==> src/hbg_defines.svh <==
// Purpose: named constants of the H-bridge gate control block
// Assumes: included by bare name from the design files that use its macros
// Notes: times are in their own unit, cycle counts derive from them
`ifndef HBG_DEFINES_SVH
`define HBG_DEFINES_SVH

// clock rate and timing figures
`define HBG_CLK_MHZ 250
`define HBG_LIMIT_OFF_US 20
`define HBG_BLANK_NS 1000

// current thresholds in mA
`define HBG_LIMIT_NOM_MA 16'h1964
`define HBG_LIMIT_HOT_MA 16'h1068

// junction temperature points in degrees C, signed
`define HBG_HOT_C 10'sh0A0
`define HBG_OT_C 10'sh0AF
`define HBG_OT_HYST_C 10'sh00F

// synchronised pin bundle: bit positions and default levels
`define HBG_PIN_N 8
`define HBG_PIN_CMD_A 0
`define HBG_PIN_CMD_B 1
`define HBG_PIN_DIS_HI 2
`define HBG_PIN_DIS_LO 3
`define HBG_PIN_EN 4
`define HBG_PIN_SHORT 5
`define HBG_PIN_UV 6
`define HBG_PIN_SUPPLY 7
`define HBG_PIN_RST 8'h87

// register map, byte addresses
`define HBG_APB_AW 12
`define HBG_REG_LIMIT 12'h000
`define HBG_REG_STATUS 12'h004

// status word bit positions
`define HBG_ST_LATCH 0
`define HBG_ST_SHORT 1
`define HBG_ST_OT 2
`define HBG_ST_UV 3
`define HBG_ST_LIMIT 4
`define HBG_ST_BLANK 5
`define HBG_ST_HOT 6
`define HBG_ST_COOLWAIT 7
`define HBG_ST_FLAG 8
`define HBG_ST_SLEEP 9
`define HBG_ST_DRIVE 10

`endif

==> src/hbg_pkg.sv <==
// Purpose: shared types of the H-bridge gate control block
// Assumes: nothing beyond the defines header
// Notes: state codes are one-hot
package hbg_pkg;
  typedef enum logic [2:0] {
    ST_SLEEP = 3'b001,
    ST_ACTIVE = 3'b010,
    ST_LATCHED = 3'b100
  } hbg_state_t;
  typedef logic [15:0] hbg_ma_t;
  typedef logic signed [9:0] hbg_temp_t;
endpackage

==> src/hbg_sync_if.sv <==
// Purpose: carries raw pin levels into the synchroniser and clean ones out
// Assumes: one clock domain on the clean side
// Notes: width set by the user
`timescale 1ns/1ps
`default_nettype none
interface hbg_sync_if #(parameter int W = 8);
  logic [W-1:0] raw;
  logic [W-1:0] clean;
  modport sync (input raw, output clean);
  modport user (output raw, input clean);
endinterface
`default_nettype wire

==> src/hbg_sync.sv <==
// Purpose: three-stage synchroniser with agreement filter for pin inputs
// Assumes: raw levels are asynchronous to clk
// Notes: clean output moves only once stages two and three agree
`include "hbg_defines.svh"
`timescale 1ns/1ps
`default_nettype none
module hbg_sync #(
  parameter int W = 8,
  parameter logic [W-1:0] RST_VAL = '0
)(
  // clock and reset
  input wire logic clk,
  input wire logic rst,
  // pin bundle
  hbg_sync_if.sync port
);
  logic [W-1:0] s1_q;
  logic [W-1:0] s2_q;
  logic [W-1:0] s3_q;
  logic [W-1:0] clean_q;

  if (W < 1) begin : g_bad_w
    $error("synchroniser width must be at least one");
  end

  // per-bit agreement of the last two stages
  wire logic [W-1:0] agree = ~(s2_q ^ s3_q);

  // reset to the default levels a floating pin would show
  always_ff @(posedge clk) begin
    if (rst) begin
      s1_q <= RST_VAL;
      s2_q <= RST_VAL;
      s3_q <= RST_VAL;
      clean_q <= RST_VAL;
    end else begin
      s1_q <= port.raw;
      s2_q <= s1_q;
      s3_q <= s2_q;
      clean_q <= (agree & s3_q) | (~agree & clean_q);
    end
  end

  assign port.clean = clean_q;

  // a stable pair is passed on one cycle later
  sync_agree_a: assert property (@(posedge clk) disable iff (rst)
    (s2_q == s3_q) |=> (clean_q == $past(s3_q)))
    else $error("synchroniser output ignored agreeing stages");
endmodule
`default_nettype wire

==> src/hbg_timer.sv <==
// Purpose: loadable down counter used for off-time and blanking
// Assumes: load value at least one
// Notes: busy rises the cycle after start and lasts load cycles
`include "hbg_defines.svh"
`timescale 1ns/1ps
`default_nettype none
module hbg_timer #(
  parameter int W = 16
)(
  // clock and reset
  input wire logic clk,
  input wire logic rst,
  // control
  input wire logic start,
  input wire logic [W-1:0] load,
  // status
  output logic busy
);
  logic [W-1:0] cnt_q;
  logic [W-1:0] cnt_d;

  if (W < 2 || W > 24) begin : g_bad_w
    $error("timer width out of range");
  end

  // restart wins over the running count
  assign cnt_d = start ? load : (cnt_q != '0) ? cnt_q - W'(1) : cnt_q;
  assign busy = (cnt_q != '0);

  always_ff @(posedge clk) begin
    if (rst) begin
      cnt_q <= '0;
    end else begin
      cnt_d_hold: cnt_q <= cnt_d;
    end
  end

  timer_load_a: assert property (@(posedge clk) disable iff (rst)
    (start && load != '0) |=> (busy && cnt_q == $past(load)))
    else $error("timer did not load");
  timer_count_a: assert property (@(posedge clk) disable iff (rst)
    (busy && !start) |=> (cnt_q == $past(cnt_q) - W'(1)))
    else $error("timer did not count down by one");
endmodule
`default_nettype wire

==> src/hbg_gate_ctrl.sv <==
// Purpose: gate control and fault latch of an H-bridge driver, APB slave
// Assumes: clk 250 MHz; sensor words come from logic on clk
// Notes: bridge and flag pins are split into level and output enable
//
// What this block does
// - enabled, undisabled, fault-free: each output follows its command input
// - any disable input active: both outputs off, flag pulled low
// - undervoltage: outputs off, flag low; recovery restores both automatically
// - short or overtemperature latches outputs off and flag low
// - only disable, enable or supply toggles clear the latched fault
// - disable-high fall or disable-low rise clears a latch, flag high
// - current at threshold tri-states outputs for the fixed off-time
// - above 160 C the current threshold drops to 4.2 A
// - above 175 C overtemperature latches the outputs off
// - after clearing, outputs return only below trip minus hysteresis
// - supply power-down then power-up clears any latch, flag high
// - enable low means sleep: outputs off, flag released high
// - floating enable reads low, keeping sleep mode
// - each output transition starts a blanking window before short latch
//
// The register offsets and the APB register port were decided locally.
`include "hbg_defines.svh"
`timescale 1ns/1ps
`default_nettype none
module hbg_gate_ctrl #(
  parameter int LIMIT_OFF_CYC = `HBG_LIMIT_OFF_US * `HBG_CLK_MHZ,
  parameter int BLANK_CYC = (`HBG_BLANK_NS * `HBG_CLK_MHZ + 999) / 1000,
  parameter int TMR_W = 16,
  parameter hbg_pkg::hbg_temp_t OT_HYST_C = `HBG_OT_HYST_C
)(
  // clock and reset
  input wire logic clk,
  input wire logic rst,
  // apb slave
  input wire logic psel,
  input wire logic penable,
  input wire logic pwrite,
  input wire logic [`HBG_APB_AW-1:0] paddr,
  input wire logic [31:0] pwdata,
  input wire logic [3:0] pstrb,
  output logic [31:0] prdata,
  output logic pready,
  output logic pslverr,
  // host pins and fault detectors, asynchronous
  input wire logic bridge_cmd_a,
  input wire logic bridge_cmd_b,
  input wire logic disable_hi_active,
  input wire logic disable_lo_active,
  input wire logic enable_in,
  input wire logic supply_rail,
  input wire logic undervolt_det,
  input wire logic short_det,
  // sensor words on clk
  input wire hbg_pkg::hbg_ma_t load_current_ma,
  input wire hbg_pkg::hbg_temp_t junction_temp_c,
  // bridge outputs
  output logic bridge_out_a_o,
  output logic bridge_out_a_oe,
  output logic bridge_out_b_o,
  output logic bridge_out_b_oe,
  // open-drain fault flag
  output logic fault_flag_n_o,
  output logic fault_flag_n_oe
);
  import hbg_pkg::*;

  localparam hbg_temp_t OT_CLEAR_C = `HBG_OT_C - OT_HYST_C;

  if (LIMIT_OFF_CYC < 1 || LIMIT_OFF_CYC >= (1 << TMR_W)) begin : g_bad_off
    $error("limit off-time count does not fit the timer");
  end
  if (BLANK_CYC < 1 || BLANK_CYC >= (1 << TMR_W)) begin : g_bad_blank
    $error("blanking count does not fit the timer");
  end

  hbg_state_t st_q;
  hbg_state_t st_d;
  logic [`HBG_PIN_N-1:0] prev_q;
  logic hot_q;
  logic [1:0] cause_q;
  hbg_ma_t current_limit_threshold_q;
  logic off_busy;
  logic blank_busy;
  logic [31:0] status_w;

  // pin synchroniser, defaults match the pull resistors of the pads
  hbg_sync_if #(.W(`HBG_PIN_N)) pins ();
  assign pins.raw = {supply_rail, undervolt_det, short_det, enable_in,
                     disable_lo_active, disable_hi_active, bridge_cmd_b,
                     bridge_cmd_a};

  hbg_sync #(.W(`HBG_PIN_N), .RST_VAL(`HBG_PIN_RST)) u_sync (
    .clk(clk),
    .rst(rst),
    .port(pins.sync)
  );

  // named views of the clean pins
  wire logic cmd_a_s = pins.clean[`HBG_PIN_CMD_A];
  wire logic cmd_b_s = pins.clean[`HBG_PIN_CMD_B];
  wire logic dis_hi_s = pins.clean[`HBG_PIN_DIS_HI];
  wire logic dis_lo_s = pins.clean[`HBG_PIN_DIS_LO];
  wire logic en_s = pins.clean[`HBG_PIN_EN];
  wire logic short_s = pins.clean[`HBG_PIN_SHORT];
  wire logic uv_s = pins.clean[`HBG_PIN_UV];
  wire logic supply_s = pins.clean[`HBG_PIN_SUPPLY];

  // edges are taken on clean levels only, so glitches never clear a latch
  wire logic dis_hi_fall = prev_q[`HBG_PIN_DIS_HI] & ~dis_hi_s;
  wire logic dis_lo_rise = ~prev_q[`HBG_PIN_DIS_LO] & dis_lo_s;
  wire logic clr_evt = dis_hi_fall | dis_lo_rise;
  wire logic dis_any = dis_hi_s | ~dis_lo_s;
  wire logic powered_on = en_s & supply_s;

  // temperature comparisons; hot_q holds the cool-down wait
  wire logic hot160 = junction_temp_c > `HBG_HOT_C;
  wire logic ot_trip = junction_temp_c > `HBG_OT_C;
  wire logic cool = junction_temp_c < OT_CLEAR_C;
  wire logic hot_d = ot_trip | (hot_q & ~cool);

  // current limit: threshold folds back when hot
  wire hbg_ma_t limit_eff = hot160 ? `HBG_LIMIT_HOT_MA
                                   : current_limit_threshold_q;
  wire logic driving_q = bridge_out_a_oe | bridge_out_b_oe;
  wire logic over_cur = driving_q & (load_current_ma >= limit_eff);
  wire logic off_start = over_cur & ~off_busy;

  // a short inside the blanking window is only current limited
  wire logic short_hit = short_s & driving_q & ~blank_busy;
  wire logic fault_set = ot_trip | short_hit;

  // fault latch state machine; losing enable or supply always wins
  always_comb begin
    st_d = st_q;
    case (st_q)
      ST_SLEEP: begin
        if (powered_on) st_d = ST_ACTIVE;
      end
      ST_ACTIVE: begin
        if (fault_set) st_d = ST_LATCHED;
      end
      ST_LATCHED: begin
        if (clr_evt && !fault_set) st_d = ST_ACTIVE;
      end
      default: begin
        st_d = ST_SLEEP;
      end
    endcase
    if (!powered_on) st_d = ST_SLEEP;
  end

  // output decision for the next cycle
  wire logic drive_d = (st_d == ST_ACTIVE) & ~dis_any & ~uv_s & ~hot_d &
                       ~off_busy & ~off_start;
  wire logic out_a_d = drive_d & cmd_a_s;
  wire logic out_b_d = drive_d & cmd_b_s;
  wire logic flag_low_d = powered_on &
                          ((st_d == ST_LATCHED) | dis_any | uv_s);
  wire logic trans = (drive_d != driving_q) |
                     (drive_d & ((out_a_d != bridge_out_a_o) |
                                 (out_b_d != bridge_out_b_o)));
  wire logic latch_entry = (st_q != ST_LATCHED) & (st_d == ST_LATCHED);

  // off-time and blanking timers
  hbg_timer #(.W(TMR_W)) u_off (
    .clk(clk),
    .rst(rst),
    .start(off_start),
    .load(TMR_W'(LIMIT_OFF_CYC)),
    .busy(off_busy)
  );

  hbg_timer #(.W(TMR_W)) u_blank (
    .clk(clk),
    .rst(rst),
    .start(trans),
    .load(TMR_W'(BLANK_CYC)),
    .busy(blank_busy)
  );

  // state, pin history, cool-down and cause flags
  always_ff @(posedge clk) begin
    if (rst) begin
      st_q <= ST_SLEEP;
      prev_q <= `HBG_PIN_RST;
      hot_q <= 1'b0;
      cause_q <= 2'b00;
    end else begin
      st_q <= st_d;
      prev_q <= pins.clean;
      hot_q <= hot_d;
      if (latch_entry) cause_q <= {ot_trip, short_hit};
      else if (st_d != ST_LATCHED) cause_q <= 2'b00;
    end
  end

  // pins are registered so the pads never see decode glitches
  always_ff @(posedge clk) begin
    if (rst) begin
      bridge_out_a_o <= 1'b0;
      bridge_out_a_oe <= 1'b0;
      bridge_out_b_o <= 1'b0;
      bridge_out_b_oe <= 1'b0;
      fault_flag_n_o <= 1'b0;
      fault_flag_n_oe <= 1'b0;
    end else begin
      bridge_out_a_o <= out_a_d;
      bridge_out_a_oe <= drive_d;
      bridge_out_b_o <= out_b_d;
      bridge_out_b_oe <= drive_d;
      fault_flag_n_o <= 1'b0; // open drain only ever pulls low
      fault_flag_n_oe <= flag_low_d;
    end
  end

  // apb decode; answers with no wait state
  wire logic apb_setup = psel & ~penable;
  wire logic apb_done = psel & penable & pready;
  wire logic hit_limit = (paddr == `HBG_REG_LIMIT);
  wire logic hit_status = (paddr == `HBG_REG_STATUS);
  wire logic addr_ok = hit_limit | hit_status;
  wire logic wr_limit = apb_done & pwrite & hit_limit & ~pslverr;
  wire hbg_ma_t thr_wr = {pstrb[1] ? pwdata[15:8]
                                   : current_limit_threshold_q[15:8],
                          pstrb[0] ? pwdata[7:0]
                                   : current_limit_threshold_q[7:0]};

  // status word built from live state
  always_comb begin
    status_w = 32'h0000_0000;
    status_w[`HBG_ST_LATCH] = (st_q == ST_LATCHED);
    status_w[`HBG_ST_SHORT] = cause_q[0];
    status_w[`HBG_ST_OT] = cause_q[1];
    status_w[`HBG_ST_UV] = uv_s;
    status_w[`HBG_ST_LIMIT] = off_busy;
    status_w[`HBG_ST_BLANK] = blank_busy;
    status_w[`HBG_ST_HOT] = hot160;
    status_w[`HBG_ST_COOLWAIT] = hot_q;
    status_w[`HBG_ST_FLAG] = fault_flag_n_oe;
    status_w[`HBG_ST_SLEEP] = (st_q == ST_SLEEP);
    status_w[`HBG_ST_DRIVE] = driving_q;
  end

  wire logic [31:0] rd_word = hit_limit ? {16'h0000, current_limit_threshold_q}
                            : hit_status ? status_w : 32'h0000_0000;

  // read data is captured in setup so it is stable through the access
  always_ff @(posedge clk) begin
    if (rst) begin
      pready <= 1'b0;
      prdata <= 32'h0000_0000;
      pslverr <= 1'b0;
      current_limit_threshold_q <= `HBG_LIMIT_NOM_MA;
    end else begin
      pready <= apb_setup;
      prdata <= (apb_setup & ~pwrite) ? rd_word : 32'h0000_0000;
      pslverr <= apb_setup & ~addr_ok;
      if (wr_limit) current_limit_threshold_q <= thr_wr;
    end
  end

  // checks on the registered pins
  run_follow_a: assert property (@(posedge clk) disable iff (rst)
    (st_q == ST_ACTIVE && powered_on && !fault_set && !dis_any && !uv_s &&
     !hot_q && !off_busy && !over_cur) |=>
    (bridge_out_a_oe && bridge_out_b_oe &&
     bridge_out_a_o == $past(cmd_a_s) && bridge_out_b_o == $past(cmd_b_s)))
    else $error("outputs did not follow the commands");
  disable_off_a: assert property (@(posedge clk) disable iff (rst)
    (dis_any && powered_on) |=>
    (!bridge_out_a_oe && !bridge_out_b_oe && fault_flag_n_oe))
    else $error("disable did not tri-state and flag");
  uv_off_a: assert property (@(posedge clk) disable iff (rst)
    (uv_s && powered_on) |=> (!bridge_out_a_oe && fault_flag_n_oe))
    else $error("undervoltage not handled");
  fault_hold_a: assert property (@(posedge clk) disable iff (rst)
    (st_q == ST_LATCHED && powered_on && !clr_evt) |=>
    (st_q == ST_LATCHED && !bridge_out_a_oe && fault_flag_n_oe))
    else $error("latched fault released without a clearing edge");
  short_clear_a: assert property (@(posedge clk) disable iff (rst)
    (st_q == ST_LATCHED && dis_hi_fall && !fault_set && powered_on) |=>
    (st_q == ST_ACTIVE))
    else $error("disable edge did not clear the latch");
  limit_off_a: assert property (@(posedge clk) disable iff (rst)
    off_busy |-> (!bridge_out_a_oe && !bridge_out_b_oe))
    else $error("outputs driven during the off-time");
  hot_limit_a: assert property (@(posedge clk) disable iff (rst)
    (driving_q && hot160 && load_current_ma >= `HBG_LIMIT_HOT_MA &&
     !off_busy) |=> off_busy)
    else $error("hot threshold did not start the off-time");
  ot_latch_a: assert property (@(posedge clk) disable iff (rst)
    (ot_trip && st_q == ST_ACTIVE && powered_on) |=>
    (st_q == ST_LATCHED && fault_flag_n_oe && !bridge_out_a_oe))
    else $error("overtemperature did not latch");
  cool_wait_a: assert property (@(posedge clk) disable iff (rst)
    (hot_q && !cool) |=> (!bridge_out_a_oe && !bridge_out_b_oe))
    else $error("outputs on before cooling below hysteresis");
  power_clear_a: assert property (@(posedge clk) disable iff (rst)
    !supply_s |=> (st_q == ST_SLEEP && !fault_flag_n_oe))
    else $error("power-down did not clear the fault");
  sleep_mode_a: assert property (@(posedge clk) disable iff (rst)
    !en_s |=> (st_q == ST_SLEEP && !fault_flag_n_oe && !bridge_out_a_oe))
    else $error("sleep mode not entered");
  blank_short_a: assert property (@(posedge clk) disable iff (rst)
    (st_q == ST_ACTIVE && blank_busy && !ot_trip) |=> (st_q != ST_LATCHED))
    else $error("short latched inside the blanking window");
endmodule
`default_nettype wire

==> config.mk <==
export PLATFORM = sky130hd
export DESIGN_NAME = hbg_gate_ctrl
export DESIGN_NICKNAME = d
export VERILOG_FILES = /design/src/hbg_pkg.sv /design/src/hbg_sync_if.sv /design/src/hbg_sync.sv /design/src/hbg_timer.sv /design/src/hbg_gate_ctrl.sv
export VERILOG_INCLUDE_DIRS = /design/src
export SDC_FILE = /design/constraint.sdc
export NUM_CORES = 1
export LEC_CHECK = 0
export ABC_AREA = 1
export BUFFER_PORTS_ARGS = -buffer_cell sky130_fd_sc_hd__buf_2
export CAP_MARGIN = 0
export CORE_AREA = 2 2 130 107
export CTS_CLUSTER_SIZE = 40
export DETAILED_ROUTE_END_ITERATION = 10
export DIE_AREA = 0 0 132 109
export MAX_ROUTING_LAYER = met4
export PLACE_DENSITY_LB_ADDON = 0.05
export SLEW_MARGIN = 20
export SYNTH_ARGS = -nofsm -noshare
export SYNTH_HDL_FRONTEND = slang
export SYNTH_SLANG_ARGS = --single-unit
==> constraint.sdc <==
create_clock -name clk -period 4.2 [get_ports clk]
set_input_delay 0.42 -clock clk [delete_from_list [all_inputs] [get_ports clk]]
set_output_delay 0.42 -clock clk [all_outputs]
set_load 0.02 [all_outputs]
# Word level (Yosys, flattened, before mapping)

Cells that the tools add are included.

Register bits after elaboration: 128
Latch bits: 0
RAM bits: 0
Bits in read-only memories: 0
Output and inout bits: 40
Logic and storage cells: 122
Memories: 0

Add/subtract/negate cells: 2
$mul: 0
Div/mod/pow operators: 0
Order comparisons: 4
Equality and inequality tests: 11
Shift-type cells: 0
Multiplexer cells: 13
Bitwise logic cells: 56
Reductions and logical operators: 14

Operators with widths:

| operator              | number |
|---|---|
| $mux 16               | 2 |
| $reduce_bool 16->1    | 2 |
| $sub 16x1->16 const B | 2 |
| $and 1x1->1           | 26 |
| $mux 13               | 2 |
| $gt 10x9->1 const B   | 2 |
| $and 8x8->8           | 2 |
| $ge 16x16->1          | 1 |
| $mux 8                | 2 |
| $not 8->8             | 2 |
| $not 1->1             | 15 |
| $eq 12x3->1 const B   | 1 |
| $logic_not 12->1      | 1 |
| $mux 11               | 1 |
| $lt 10x9->1 const B   | 1 |
| $mux 3                | 3 |
| $or 1x1->1            | 9 |
| $pmux 3 s3            | 1 |
| $or 8x8->8            | 1 |
| $xor 8x8->8           | 1 |
| $eq 3x2->1 const B    | 2 |
| $eq 3x3->1 const B    | 2 |
| $ne 3x3->1 const B    | 2 |
| $reduce_bool 2->1     | 3 |
| other kinds (8)       | 14 |

# Longest topological paths before layout

Gate-level depths: netlist of the first run.

Word-level depth: 21
Gate-level depth with buffers: 22
Mapped depth without buffers: 20

# By module

From an unflattened synthesis of the first run, not the netlist that was laid out.

Cells, all modules: 798
Area total of the unflattened synthesis: 5719.2 µm²

Modules (own cells, without submodules):

| module        | times used | cells each | area an instance (µm²) |
|---|---|---|---|
| hbg_gate_ctrl | 1          | 330        | 2471.1 |
| hbg_timer     | 2          | 176        | 1118.6 |
| hbg_sync      | 1          | 116        | 1011.0 |

# Worst setup path after synthesis of the first run

No wires, ideal clock.

Path kind: input port to flip-flop
Start point: in junction_temp_c[5]
End point: reg u_off.cnt_q[10]
Setup time: 0.117 ns
Data arrival time: 2.596 ns
Data required time: 4.083 ns
Slack: 1.487 ns
Stages on the path: 19
Path through: nand2_1 > nor4_1 > a21oi_1 > inv_1 > clkbuf_1 > nand2_1 > ha_1 > nand2_1 > inv_1 > nand3_1 > nor2_1 > nand3_1 > nand3_1 > nand2_1 > inv_1 > nand2_1 > nand2_1 > buf_2 > nor2_1

Longest elaborated chain between the ends: 6

Ends and longest elaborated chain:

| what                             | RTL line             | text |
|---|---|---|
| start: declaration               | hbg_gate_ctrl.sv:55  | `input wire hbg_pkg::hbg_temp_t junction_temp_c,` |
| $gt 10x9->1 (no source line)     | -                    |  |
| $mux 16                          | hbg_gate_ctrl.sv:122 | `` wire hbg_ma_t limit_eff = hot160 ? `HBG_LIMIT_HOT_MA `` |
| $ge 16x16->1                     | hbg_gate_ctrl.sv:125 | `wire logic over_cur = driving_q & (load_current_ma >= limit_eff);` |
| $and 1x1->1                      | hbg_gate_ctrl.sv:125 |  |
| $and 1x1->1                      | hbg_gate_ctrl.sv:126 | `wire logic off_start = over_cur & ~off_busy;` |
| $reduce_or 2->1 (no source line) | -                    |  |
| end signal: assignment           | hbg_timer.sv:34      | `cnt_d_hold: cnt_q <= cnt_d;` |
| end: declaration                 | hbg_timer.sv:19      | `logic [W-1:0] cnt_q;` |

No other way between the ends.
A chain may end at the register's enable or synchronous reset.

# Worst setup path in the final report of the first run

Start point: in junction_temp_c[9]
End point: reg u_off.cnt_q[4]

Same word-level chain as after synthesis.

==> results.toml, run 1 <==
[yosys]
synth.ff_latch_count = 110
async_reset_ff_frac = 0
synth.avg_cell_area_um2 = 7.68
netlist-cell-type-count = 41
synth-seq-area-share = 0.430
synth.cell_area_um2 = 5120
synth-main-ff-cell = "dfxtp_1"
synth_edf_count = 0
yosys_warnings = 0
synthCells = 667

[power]
ir_worst_vdd_mv = 0.281
p_sw_frac = 0.374
part_of_the_power_in_registers = 0.396
power.share.clock = 0.267
cell_internal_pwr_mw = 2.04
power_frac_comb = 0.337
power_dens_cells_nw_per_um2 = 543
power.switching_mw = 1.21
power_leakage_nw = 2.83

[min_path]
hold_path_depth = 2
hold_path_end = "u_sync.s1_q[7]"
worst_hold_path_type = "in -> reg"
min-delay-start = "supply_rail"

[final_layout]
count_of_nets_after_finishing = 862
drive_above_1_share = 0.218
antenna_cells = 0
layout-area-overhead-vs-synth_pct = 16.8
finalCoreUtilization = 0.454

[clocking]
cts_post_setup_buffers_inserted = 0
clock_sinks = 110
tritoncts = "yes"
clockBufferDepth = 2
cts.reportedPaths.clkPinSlew_ns = 0.08
cts-buffers-inserted = 9
clk-insertion-delay-late_ns = 0.35
cts-root-buf = "clkbuf_16"
cts.repair.resized = 0
cts_hold_buffers = 0
ctsHtreeMaxLevel = 3

[timing]
setup-tns-final_ns = 0
final.period_utilization = 0.725
timing.fmax_mhz = 329
rsz_0062_raised_after_global_routing = "false"
worstMarginPinSlew_ns = 0.498
final_period_minus_worst_setup_slack_ns = 3.04
max_slew_headroom_at_the_worst_pin = 0.666
pins_over_their_slew_limit = 0
setup_viol_count_final = 0
final_hold_viol_count = 0
fin_worst_skew_ns = 0.00951

[floorplanning]
placement_rows = 38
initial_core_util = 0.389
num_io_pins = 127
die-area_um2 = 14400
die_w_um = 132
core-area_um2 = 13200
fp.dieH_um = 109

[grt]
overflow = 0
grt_pass1_wl_um = 19200
antenna_found_initial = 0
grt_max_degree = 46
track_usage = 0.171
grt_pass1_vias = 4007

[detailed_routing]
drt_drc_violations_left = 0
vias_per_cell = 4.57
routed_wire_length_per_instance_um = 12.0
detail-route-antenna-nets = 0
first_pass_iters = 4
first_iter_violations = 242
num_vias = 4296
routed_wirelength_um = 11300

[setup_path]
worst_path_required_time_ns = 4.47
reg2regPathDepth = 13
register_to_register_path_setup_slack_ns = 1.97
worst-endpoint-arrival_ns = 3.32
rr_startpoint = "current_limit_threshold_q[13]"
worstSetupEndpointType = "flip-flop"
critical_path_class = "in -> reg"
regToRegEndpoint = "u_off.cnt_q[4]"
critPathLaunchType = "primary input"
cp_max_fo = 12

[placement]
portBuffers = 91
post-dp-hpwl_um = 8660
place.gp.congestion = 0.884

[run]
maxCapViolCount = 0

[outcome]
outcome = "finished, final reports clean"
==> power by group through the flow <==
stage          registers [mW]  clock network [mW]  logic [mW]
2_1_floorplan            1.29                   0       0.917
3_3_place_gp             1.31                   0        1.08
3_5_place_dp             1.31                   0        1.10
4_1_cts                  1.29               0.900        1.11
5_1_grt                  1.31               0.941        1.27
6_report                 1.29               0.866        1.10
==> sequential cells by signal, summed over array words and instances (netlist names), named ones only <==
register / count
u_sync.s3_q: 8
pready: 1
fault_flag_n_oe: 1
u_sync.s1_q: 8
pslverr: 1
u_blank.cnt_q: 16
bridge_out_b_oe: 1
bridge_out_b_o: 1
bridge_out_a_o: 1
current_limit_threshold_q: 16
u_off.cnt_q: 16
cause_q: 2
prev_q: 2
prdata: 16
hot_q: 1
st_q: 3
u_sync.s2_q: 8
==> Yosys cell counts, types with 2 or more instances <==
master	instances	area [µm²]
nand2_1	107	402
nor4_1	6	37.5
nand3_2	3	30.0
dfxtp_1	110	2200
clkbuf_1	6	22.5
buf_2	7	35.0
xor2_1	23	201
inv_1	83	312
nor2_2	21	131
a21oi_1	42	210
nand3_1	33	165
nor3_2	5	50.1
nor3_1	7	35.0
o22ai_1	7	43.8
nand4_1	13	81.3
a21o_1	2	15.0
o21ai_1	2	10.0
or2_2	12	75.1
buf_4	18	135
nand3b_1	2	15.0
nand2_2	7	43.8
xnor2_1	2	17.5
o21ai_0	26	130
ha_1	20	250
nor2_1	87	327
==> per-stage QoR <==
stage	power (mW)	std cells	area, µm²	hold slack [ns]	setup slack, ns
2_1_floorplan	2.20	683	5180	0.388	1.49
3_3_place_gp	2.39	924	5680	0.390	0.807
3_5_place_dp	2.41	924	5680	0.395	0.755
4_1_cts	3.29	940	5980	0.224	1.14
5_1_grt	3.52	940	5980	0.223	0.749
6_report	3.25	940	5980	0.239	1.16
==> final cells by class <==
class | count | area (µm²)
sequential | 110 | 2200
tap | 180 | 225
timing repair buffer | 94 | 478
multi-input combinational | 456 | 2460
clock inverter | 7 | 81.3
inverter | 84 | 315
fill | 1366 | 7190
clock buffer | 9 | 225
==> how the worst max path moves through the flow <==
| stage | to | cells past startpoint | slack (ns) | from |
|---|---|---|---|---|
| after floorplan | u_off.cnt_q[10] | 19 | 1.49 | junction_temp_c[5] |
| after global placement | u_off.cnt_q[4] | 18 | 0.81 | junction_temp_c[2] |
| after detailed placement | u_off.cnt_q[1] | 20 | 0.75 | junction_temp_c[9] |
| after CTS | u_off.cnt_q[4] | 20 | 1.14 | junction_temp_c[9] |
| after global routing | u_off.cnt_q[13] | 19 | 0.75 | junction_temp_c[7] |
| final | u_off.cnt_q[4] | 20 | 1.16 | junction_temp_c[9] |
==> cells by family after synthesis <==
kind of cell / Yosys count / share of synthesized area
buffers and inverters: 117 / 0.102
flip-flops: 110 / 0.430
AND/OR/NAND/NOR: 311 / 0.289
AO/OA/AOI/OAI: 83 / 0.0862
adder cells (fa/ha/maj): 20 / 0.0489
XOR/XNOR: 25 / 0.0428
other: 1 / 0.000732
==> cells in the final DEF, fill, tap and decap left out, types with 2 or more instances in the layout <==
| cell | synthesis | layout |
|---|---|---|
| a21o_1 | 2 | 2 |
| a21oi_1 | 42 | 42 |
| buf_2 | 7 | 91 |
| buf_4 | 18 | 3 |
| clkbuf_16 | 0 | 9 |
| clkinv_8 | 0 | 2 |
| conb_1 | 1 | 17 |
| dfxtp_1 | 110 | 110 |
| ha_1 | 20 | 20 |
| inv_1 | 83 | 83 |
| inv_6 | 0 | 3 |
| inv_8 | 0 | 2 |
| nand2_1 | 107 | 107 |
| nand2_2 | 7 | 7 |
| nand3_1 | 33 | 33 |
| nand3_2 | 3 | 3 |
| nand3b_1 | 2 | 2 |
| nand4_1 | 13 | 13 |
| nor2_1 | 87 | 87 |
| nor2_2 | 21 | 21 |
| nor3_1 | 7 | 7 |
| nor3_2 | 5 | 5 |
| nor4_1 | 6 | 6 |
| o21ai_0 | 26 | 26 |
| o21ai_1 | 2 | 2 |
| o22ai_1 | 7 | 7 |
| or2_2 | 12 | 12 |
| xnor2_1 | 2 | 2 |
| xor2_1 | 23 | 23 |
==> critical path, stage by stage <==
cell	delay, ns
buf_2	0.11
inv_1	0.06
nand2_1	0.06
nor4_1	0.20
a21oi_1	0.11
buf_4	0.18
inv_1	0.30
nand2_1	0.13
ha_1	0.31
nand2_1	0.06
inv_1	0.03
o21ai_0	0.13
nand2_1	0.07
nor2_1	0.12
nand3_1	0.14
nand2_1	0.16
inv_1	0.07
nand2_1	0.16
nand2_1	0.28
a21oi_1	0.21
==> metal layers <==
layer  part of all wire  GRT usage
met3              0.045     0.0372
met4              0.010     0.0474
met2               0.42      0.267
met1               0.53      0.225
met5                  0          -
Note: power is estimated with default switching activity, not from simulation.
==> inputs of run 2 (changes only) <==
==> constraint.sdc (replaced) <==
create_clock -name clk -period 3.2 [get_ports clk]
set_input_delay 0.32 -clock clk [delete_from_list [all_inputs] [get_ports clk]]
set_output_delay 0.32 -clock clk [all_outputs]
set_load 0.02 [all_outputs]
==> results.toml, run 2 (synthesis results as in run 1) <==
[outcome]
outcome = "finished, final reports clean"

[timing]
max_slew_headroom_at_the_worst_pin = 0.654
setup_viol_count_final = 0
setup-tns-final_ns = 0
timing.fmax_mhz = 367
fin_worst_skew_ns = 0.0110
final.period_utilization = 0.852
final_hold_viol_count = 0
rsz_0062_raised_after_global_routing = "false"
final_critical_path_setup_slack_ns = 0.474
final_period_minus_worst_setup_slack_ns = 2.73
pins_over_their_slew_limit = 0
worstMarginPinSlew_ns = 0.518

[power]
power_leakage_nw = 2.84
power_dens_cells_nw_per_um2 = 716
ir_worst_vdd_mv = 0.379
part_of_the_power_in_registers = 0.393
power_frac_comb = 0.338
power.switching_mw = 1.62
report.power.total_mw = 4.30
p_sw_frac = 0.377
cell_internal_pwr_mw = 2.68
power.share.clock = 0.269

[grt]
track_usage = 0.173
grt_pass1_wl_um = 19300
grt_pass1_vias = 4047
overflow = 0
antenna_found_initial = 0
grt_max_degree = 46

[floorplanning]
fp.dieH_um = 109
num_io_pins = 127
core-area_um2 = 13200
initial_core_util = 0.389
die_w_um = 132
die-area_um2 = 14400
placement_rows = 38

[clocking]
cts.repair.resized = 0
ctsHtreeMaxLevel = 3
cts-buffers-inserted = 9
cts.reportedPaths.clkPinSlew_ns = 0.09
cts_hold_buffers = 0
tritoncts = "yes"
clock_sinks = 110
cts-root-buf = "clkbuf_16"
clockBufferDepth = 2
clk-insertion-delay-late_ns = 0.36
cts_post_setup_buffers_inserted = 0

[final_layout]
final.fill_count = 1356
layout-area-overhead-vs-synth_pct = 17.3
finalCoreUtilization = 0.456
commonest_cells_after_routing_fill_and_taps_aside = "dfxtp_1 (110), nand2_1 (107), buf_2 (91)"
count_of_nets_after_finishing = 863
drive_above_1_share = 0.219
antenna_cells = 0
post_layout_nonfiller_instances = 941
final_common_cell = "dfxtp_1"

[min_path]
hold_path_depth = 2
worst_hold_path_type = "in -> reg"
min-delay-start = "supply_rail"

[placement]
worst_slack_placed_ns = 0.122
post-dp-hpwl_um = 8810
portBuffers = 91
placedCellCount = 925
place.gp.congestion = 0.895

[setup_path]
worstSetupEndpointType = "flip-flop"
worst_path_required_time_ns = 3.43
critPathLaunch = "junction_temp_c[9]"
reg2regPathDepth = 13
rr_startpoint = "current_limit_threshold_q[11]"
critPathLaunchType = "primary input"
critical_path_class = "in -> reg"
worst-endpoint-arrival_ns = 2.96
cp_max_fo = 12

[detailed_routing]
first_iter_violations = 226
wl_met3_um = 530
routed_wirelength_um = 11500
first_pass_iters = 4
drt_drc_violations_left = 0
dr_wl_met2_um = 4740
detail-route-antenna-nets = 0
routed_wire_length_per_instance_um = 12.3
num_vias = 4265
vias_per_cell = 4.53
route.top_layer_used = "met4"
m1WireLength_um = 6160

[run]
maxCapViolCount = 0
run 2: per-layer routing:
layer | vias to the layer above | track usage
li1 | 2269 | -
met5 | - | -
met3 | 10 | 0.0381
met1 | 1891 | 0.230
met2 | 95 | 0.270
met4 | 0 | 0.0450
run 2: worst max-delay path, stage by stage:
cell     delay, ns
buf_2         0.10
inv_1         0.07
nand2_1       0.07
nor4_1        0.19
a21oi_1       0.17
inv_1         0.34
nand2_1       0.11
ha_1          0.31
nand2_1       0.05
inv_1         0.06
nand3_1       0.09
nor2_1        0.14
nand3_1       0.09
nand3_1       0.15
nand2_1       0.14
inv_1         0.10
nand2_1       0.07
nand2_1       0.31
nor2_1        0.09
run 2: area by class of cell:
cell class / instances / area (µm²) / share of cell area
multi-input cells: 456 / 2460 / 0.409
flip-flops and latches: 110 / 2200 / 0.367
repair buffers: 95 / 485 / 0.0808
inverters: 84 / 315 / 0.0525
clock buffers: 9 / 225 / 0.0375
well taps: 180 / 225 / 0.0375
clock inverters: 7 / 96.3 / 0.0160
run 2: final timing paths:
check                                 endpoint  slack [ns]
worst max register to register  u_off.cnt_q[5]        1.06
worst min register to register  u_sync.s2_q[3]        0.41
worst min-delay path            u_sync.s1_q[7]        0.14
worst max-delay path            u_off.cnt_q[5]        0.47
run 2: metrics by stage:
stage	hold WS, ns	cell area, µm²
5_1_grt	0.123	6010
3_3_place_gp	0.389	5680
6_report	0.135	6010
3_5_place_dp	0.393	5680
4_1_cts	0.123	6010
2_1_floorplan	0.388	5180
run 2: power by group through the flow:
stage | combinational [mW] | clock (mW) | sequential [mW]
6_report | 1.46 | 1.16 | 1.69
5_1_grt | 1.68 | 1.25 | 1.71
4_1_cts | 1.46 | 1.20 | 1.69
3_5_place_dp | 1.44 | 0 | 1.72
3_3_place_gp | 1.42 | 0 | 1.72
2_1_floorplan | 1.20 | 0 | 1.69
==> inputs of run 3 (changes only) <==
--- a/config.mk
+++ b/config.mk
@@ -14,7 +14,7 @@
 export DETAILED_ROUTE_END_ITERATION = 10
 export DIE_AREA = 0 0 132 109
 export MAX_ROUTING_LAYER = met4
-export PLACE_DENSITY_LB_ADDON = 0.05
+export PLACE_DENSITY = 0.61
 export SLEW_MARGIN = 20
 export SYNTH_ARGS = -nofsm -noshare
 export SYNTH_HDL_FRONTEND = slang
==> constraint.sdc (replaced) <==
create_clock -name clk -period 3.2 [get_ports clk]
set_input_delay 0.64 -clock clk [delete_from_list [all_inputs] [get_ports clk]]
set_output_delay 0.64 -clock clk [all_outputs]
set_load 0.02 [all_outputs]
==> results.toml, run 3 (synthesis results as in run 1) <==
[outcome]
outcome = "finished, final reports clean"

[clocking]
clock_sinks = 110
cts-buffers-inserted = 9
clockBufferDepth = 2
cts-root-buf = "clkbuf_16"
cts_hold_buffers = 0
tritoncts = "yes"
cts.repair.resized = 0
cts_post_setup_buffers_inserted = 0
cts.reportedPaths.clkPinSlew_ns = 0.07
ctsHtreeMaxLevel = 3
clk-insertion-delay-late_ns = 0.34

[timing]
final_period_minus_worst_setup_slack_ns = 2.81
rsz_0062_raised_after_global_routing = "false"
setup_viol_count_final = 0
pins_over_their_slew_limit = 0
timing.fmax_mhz = 355
final.period_utilization = 0.879
final_hold_viol_count = 0
fin_worst_skew_ns = 0.00672
setup-tns-final_ns = 0

[setup_path]
cpPeakStageDelay_ns = 0.28
rr_startpoint = "current_limit_threshold_q[13]"
cp_top_family = "simple AND/OR/NAND/NOR gates"
worstSetupEndpointType = "flip-flop"
path_common_cell = "nand2_1"
worst-endpoint-arrival_ns = 3.09
cp_max_fo = 12
critical_path_class = "in -> reg"
worst_path_required_time_ns = 3.48
critPathLaunch = "junction_temp_c[9]"
critPathLaunchType = "primary input"
cpMaxStageDelayCell = "ha_1"
critical_path.cell_chain = "buf_2 > inv_1 > nand2_1 > nor4_1 > a21oi_1 > inv_1 > buf_12 > nand2_1 > ha_1 > nand2_1 > inv_1 > o21ai_0 > nand2_1 > nor2_1 > nand3_1 > nand2_1 > inv_1 > nand2_1 > nand2_1 > buf_4 > a21oi_1"
worstPathBufferInverterCount = 7

[grt]
grt.met3_usage = 0.0367
overflow = 0
routing_layer_with_the_top_usage_in_global_route = "met2"
grt_use_met1 = 0.208
grt_pass1_wl_um = 19000
track_usage = 0.168
antenna_found_initial = 0
grt_pass1_vias = 4151
grt_max_degree = 46
met2_usage = 0.279

[detailed_routing]
drt_drc_violations_left = 0
first_iter_violations = 281
num_vias = 4371
detail-route-antenna-nets = 0
routed_wirelength_um = 11200
routed_wire_length_per_instance_um = 11.8
first_pass_iters = 4
vias_per_cell = 4.63

[floorplanning]
die_w_um = 132
die-area_um2 = 14400
fp.dieH_um = 109
placement_rows = 38
initial_core_util = 0.389
num_io_pins = 127
core-area_um2 = 13200

[run]
maxCapViolCount = 0

[power]
report.power.total_mw = 4.15
p_sw_frac = 0.363
cell_internal_pwr_mw = 2.65
power.share.clock = 0.245
part_of_the_power_in_registers = 0.407
power_frac_comb = 0.347
ir_worst_vdd_mv = 0.403
power_leakage_nw = 2.85
power_dens_cells_nw_per_um2 = 693
power.switching_mw = 1.51

[placement]
post-dp-hpwl_um = 8690
placed_cell_area_um2 = 5730
portBuffers = 91
place.gp.congestion = 0.887

[final_layout]
finalInstanceArea_um2 = 6000
final_common_cell = "dfxtp_1"
commonest_cells_after_routing_fill_and_taps_aside = "dfxtp_1 (110), nand2_1 (107), buf_2 (91)"
antenna_cells = 0
finalCoreUtilization = 0.455
layout-area-overhead-vs-synth_pct = 17.1
drive_above_1_share = 0.221
count_of_nets_after_finishing = 867

[min_path]
worst_hold_path_type = "reg -> reg"
min-delay-start = "u_sync.s1_q[3]"
[run 3: changes by cell type in the layout (fill, tap and decap cells not counted), sizes merged]
cell / previous run / this run
buf: 95 / 99
clkbuf: 9 / 11
inv: 86 / 83
clkinv: 5 / 6
[run 3: final timing paths]
check / end / slack (ns) / depth (start not counted)
setup / recovery: u_off.cnt_q[1] / 0.39 / 21
hold / removal: u_sync.s2_q[3] / 0.41 / 2
setup reg to reg: u_off.cnt_q[1] / 1.18 / 14
hold reg to reg: u_sync.s2_q[3] / 0.41 / 2
[run 3: stage by stage]
| stage | hold WS, ns | setup WS (ns) | cells |
|---|---|---|---|
| after global routing | 0.426 | 0.103 | 945 |
| after detailed placement | 0.395 | 0.0502 | 929 |
| after floorplan | 0.388 | 0.267 | 683 |
| after global placement | 0.391 | 0.151 | 929 |
| after CTS | 0.405 | 0.386 | 945 |
| final | 0.406 | 0.386 | 945 |
[run 3: cell type report]
type | count | area (µm²)
Sequential cell | 110 | 2200
Clock inverter | 5 | 36.3
Fill cell | 1332 | 7170
Inverter | 84 | 315
Tap cell | 180 | 225
Clock buffer | 11 | 233
Timing Repair Buffer | 99 | 528
Multi-Input combinational cell | 456 | 2460
[run 3: power groups by stage]
stage | clock [mW] | combinational (mW) | sequential, mW
2_1_floorplan | 0 | 1.20 | 1.69
3_3_place_gp | 0 | 1.41 | 1.71
3_5_place_dp | 0 | 1.44 | 1.72
4_1_cts | 1.05 | 1.45 | 1.69
5_1_grt | 1.11 | 1.66 | 1.71
6_report | 1.02 | 1.44 | 1.69
[run 3: tightest hold or removal path: cells and delay by family (launching register included)]
family / cells / cell delay (ns)
buffers and inverters: 1 / 0.04
flip-flops: 1 / 0.30
AND/OR/NAND/NOR: 1 / 0.03
[run 3: metal layers]
metal	wire [µm]	vias up
li1	-	2272
met1	5460	1980
met2	4930	110
met3	638	9
met4	129	0
met5	0	-
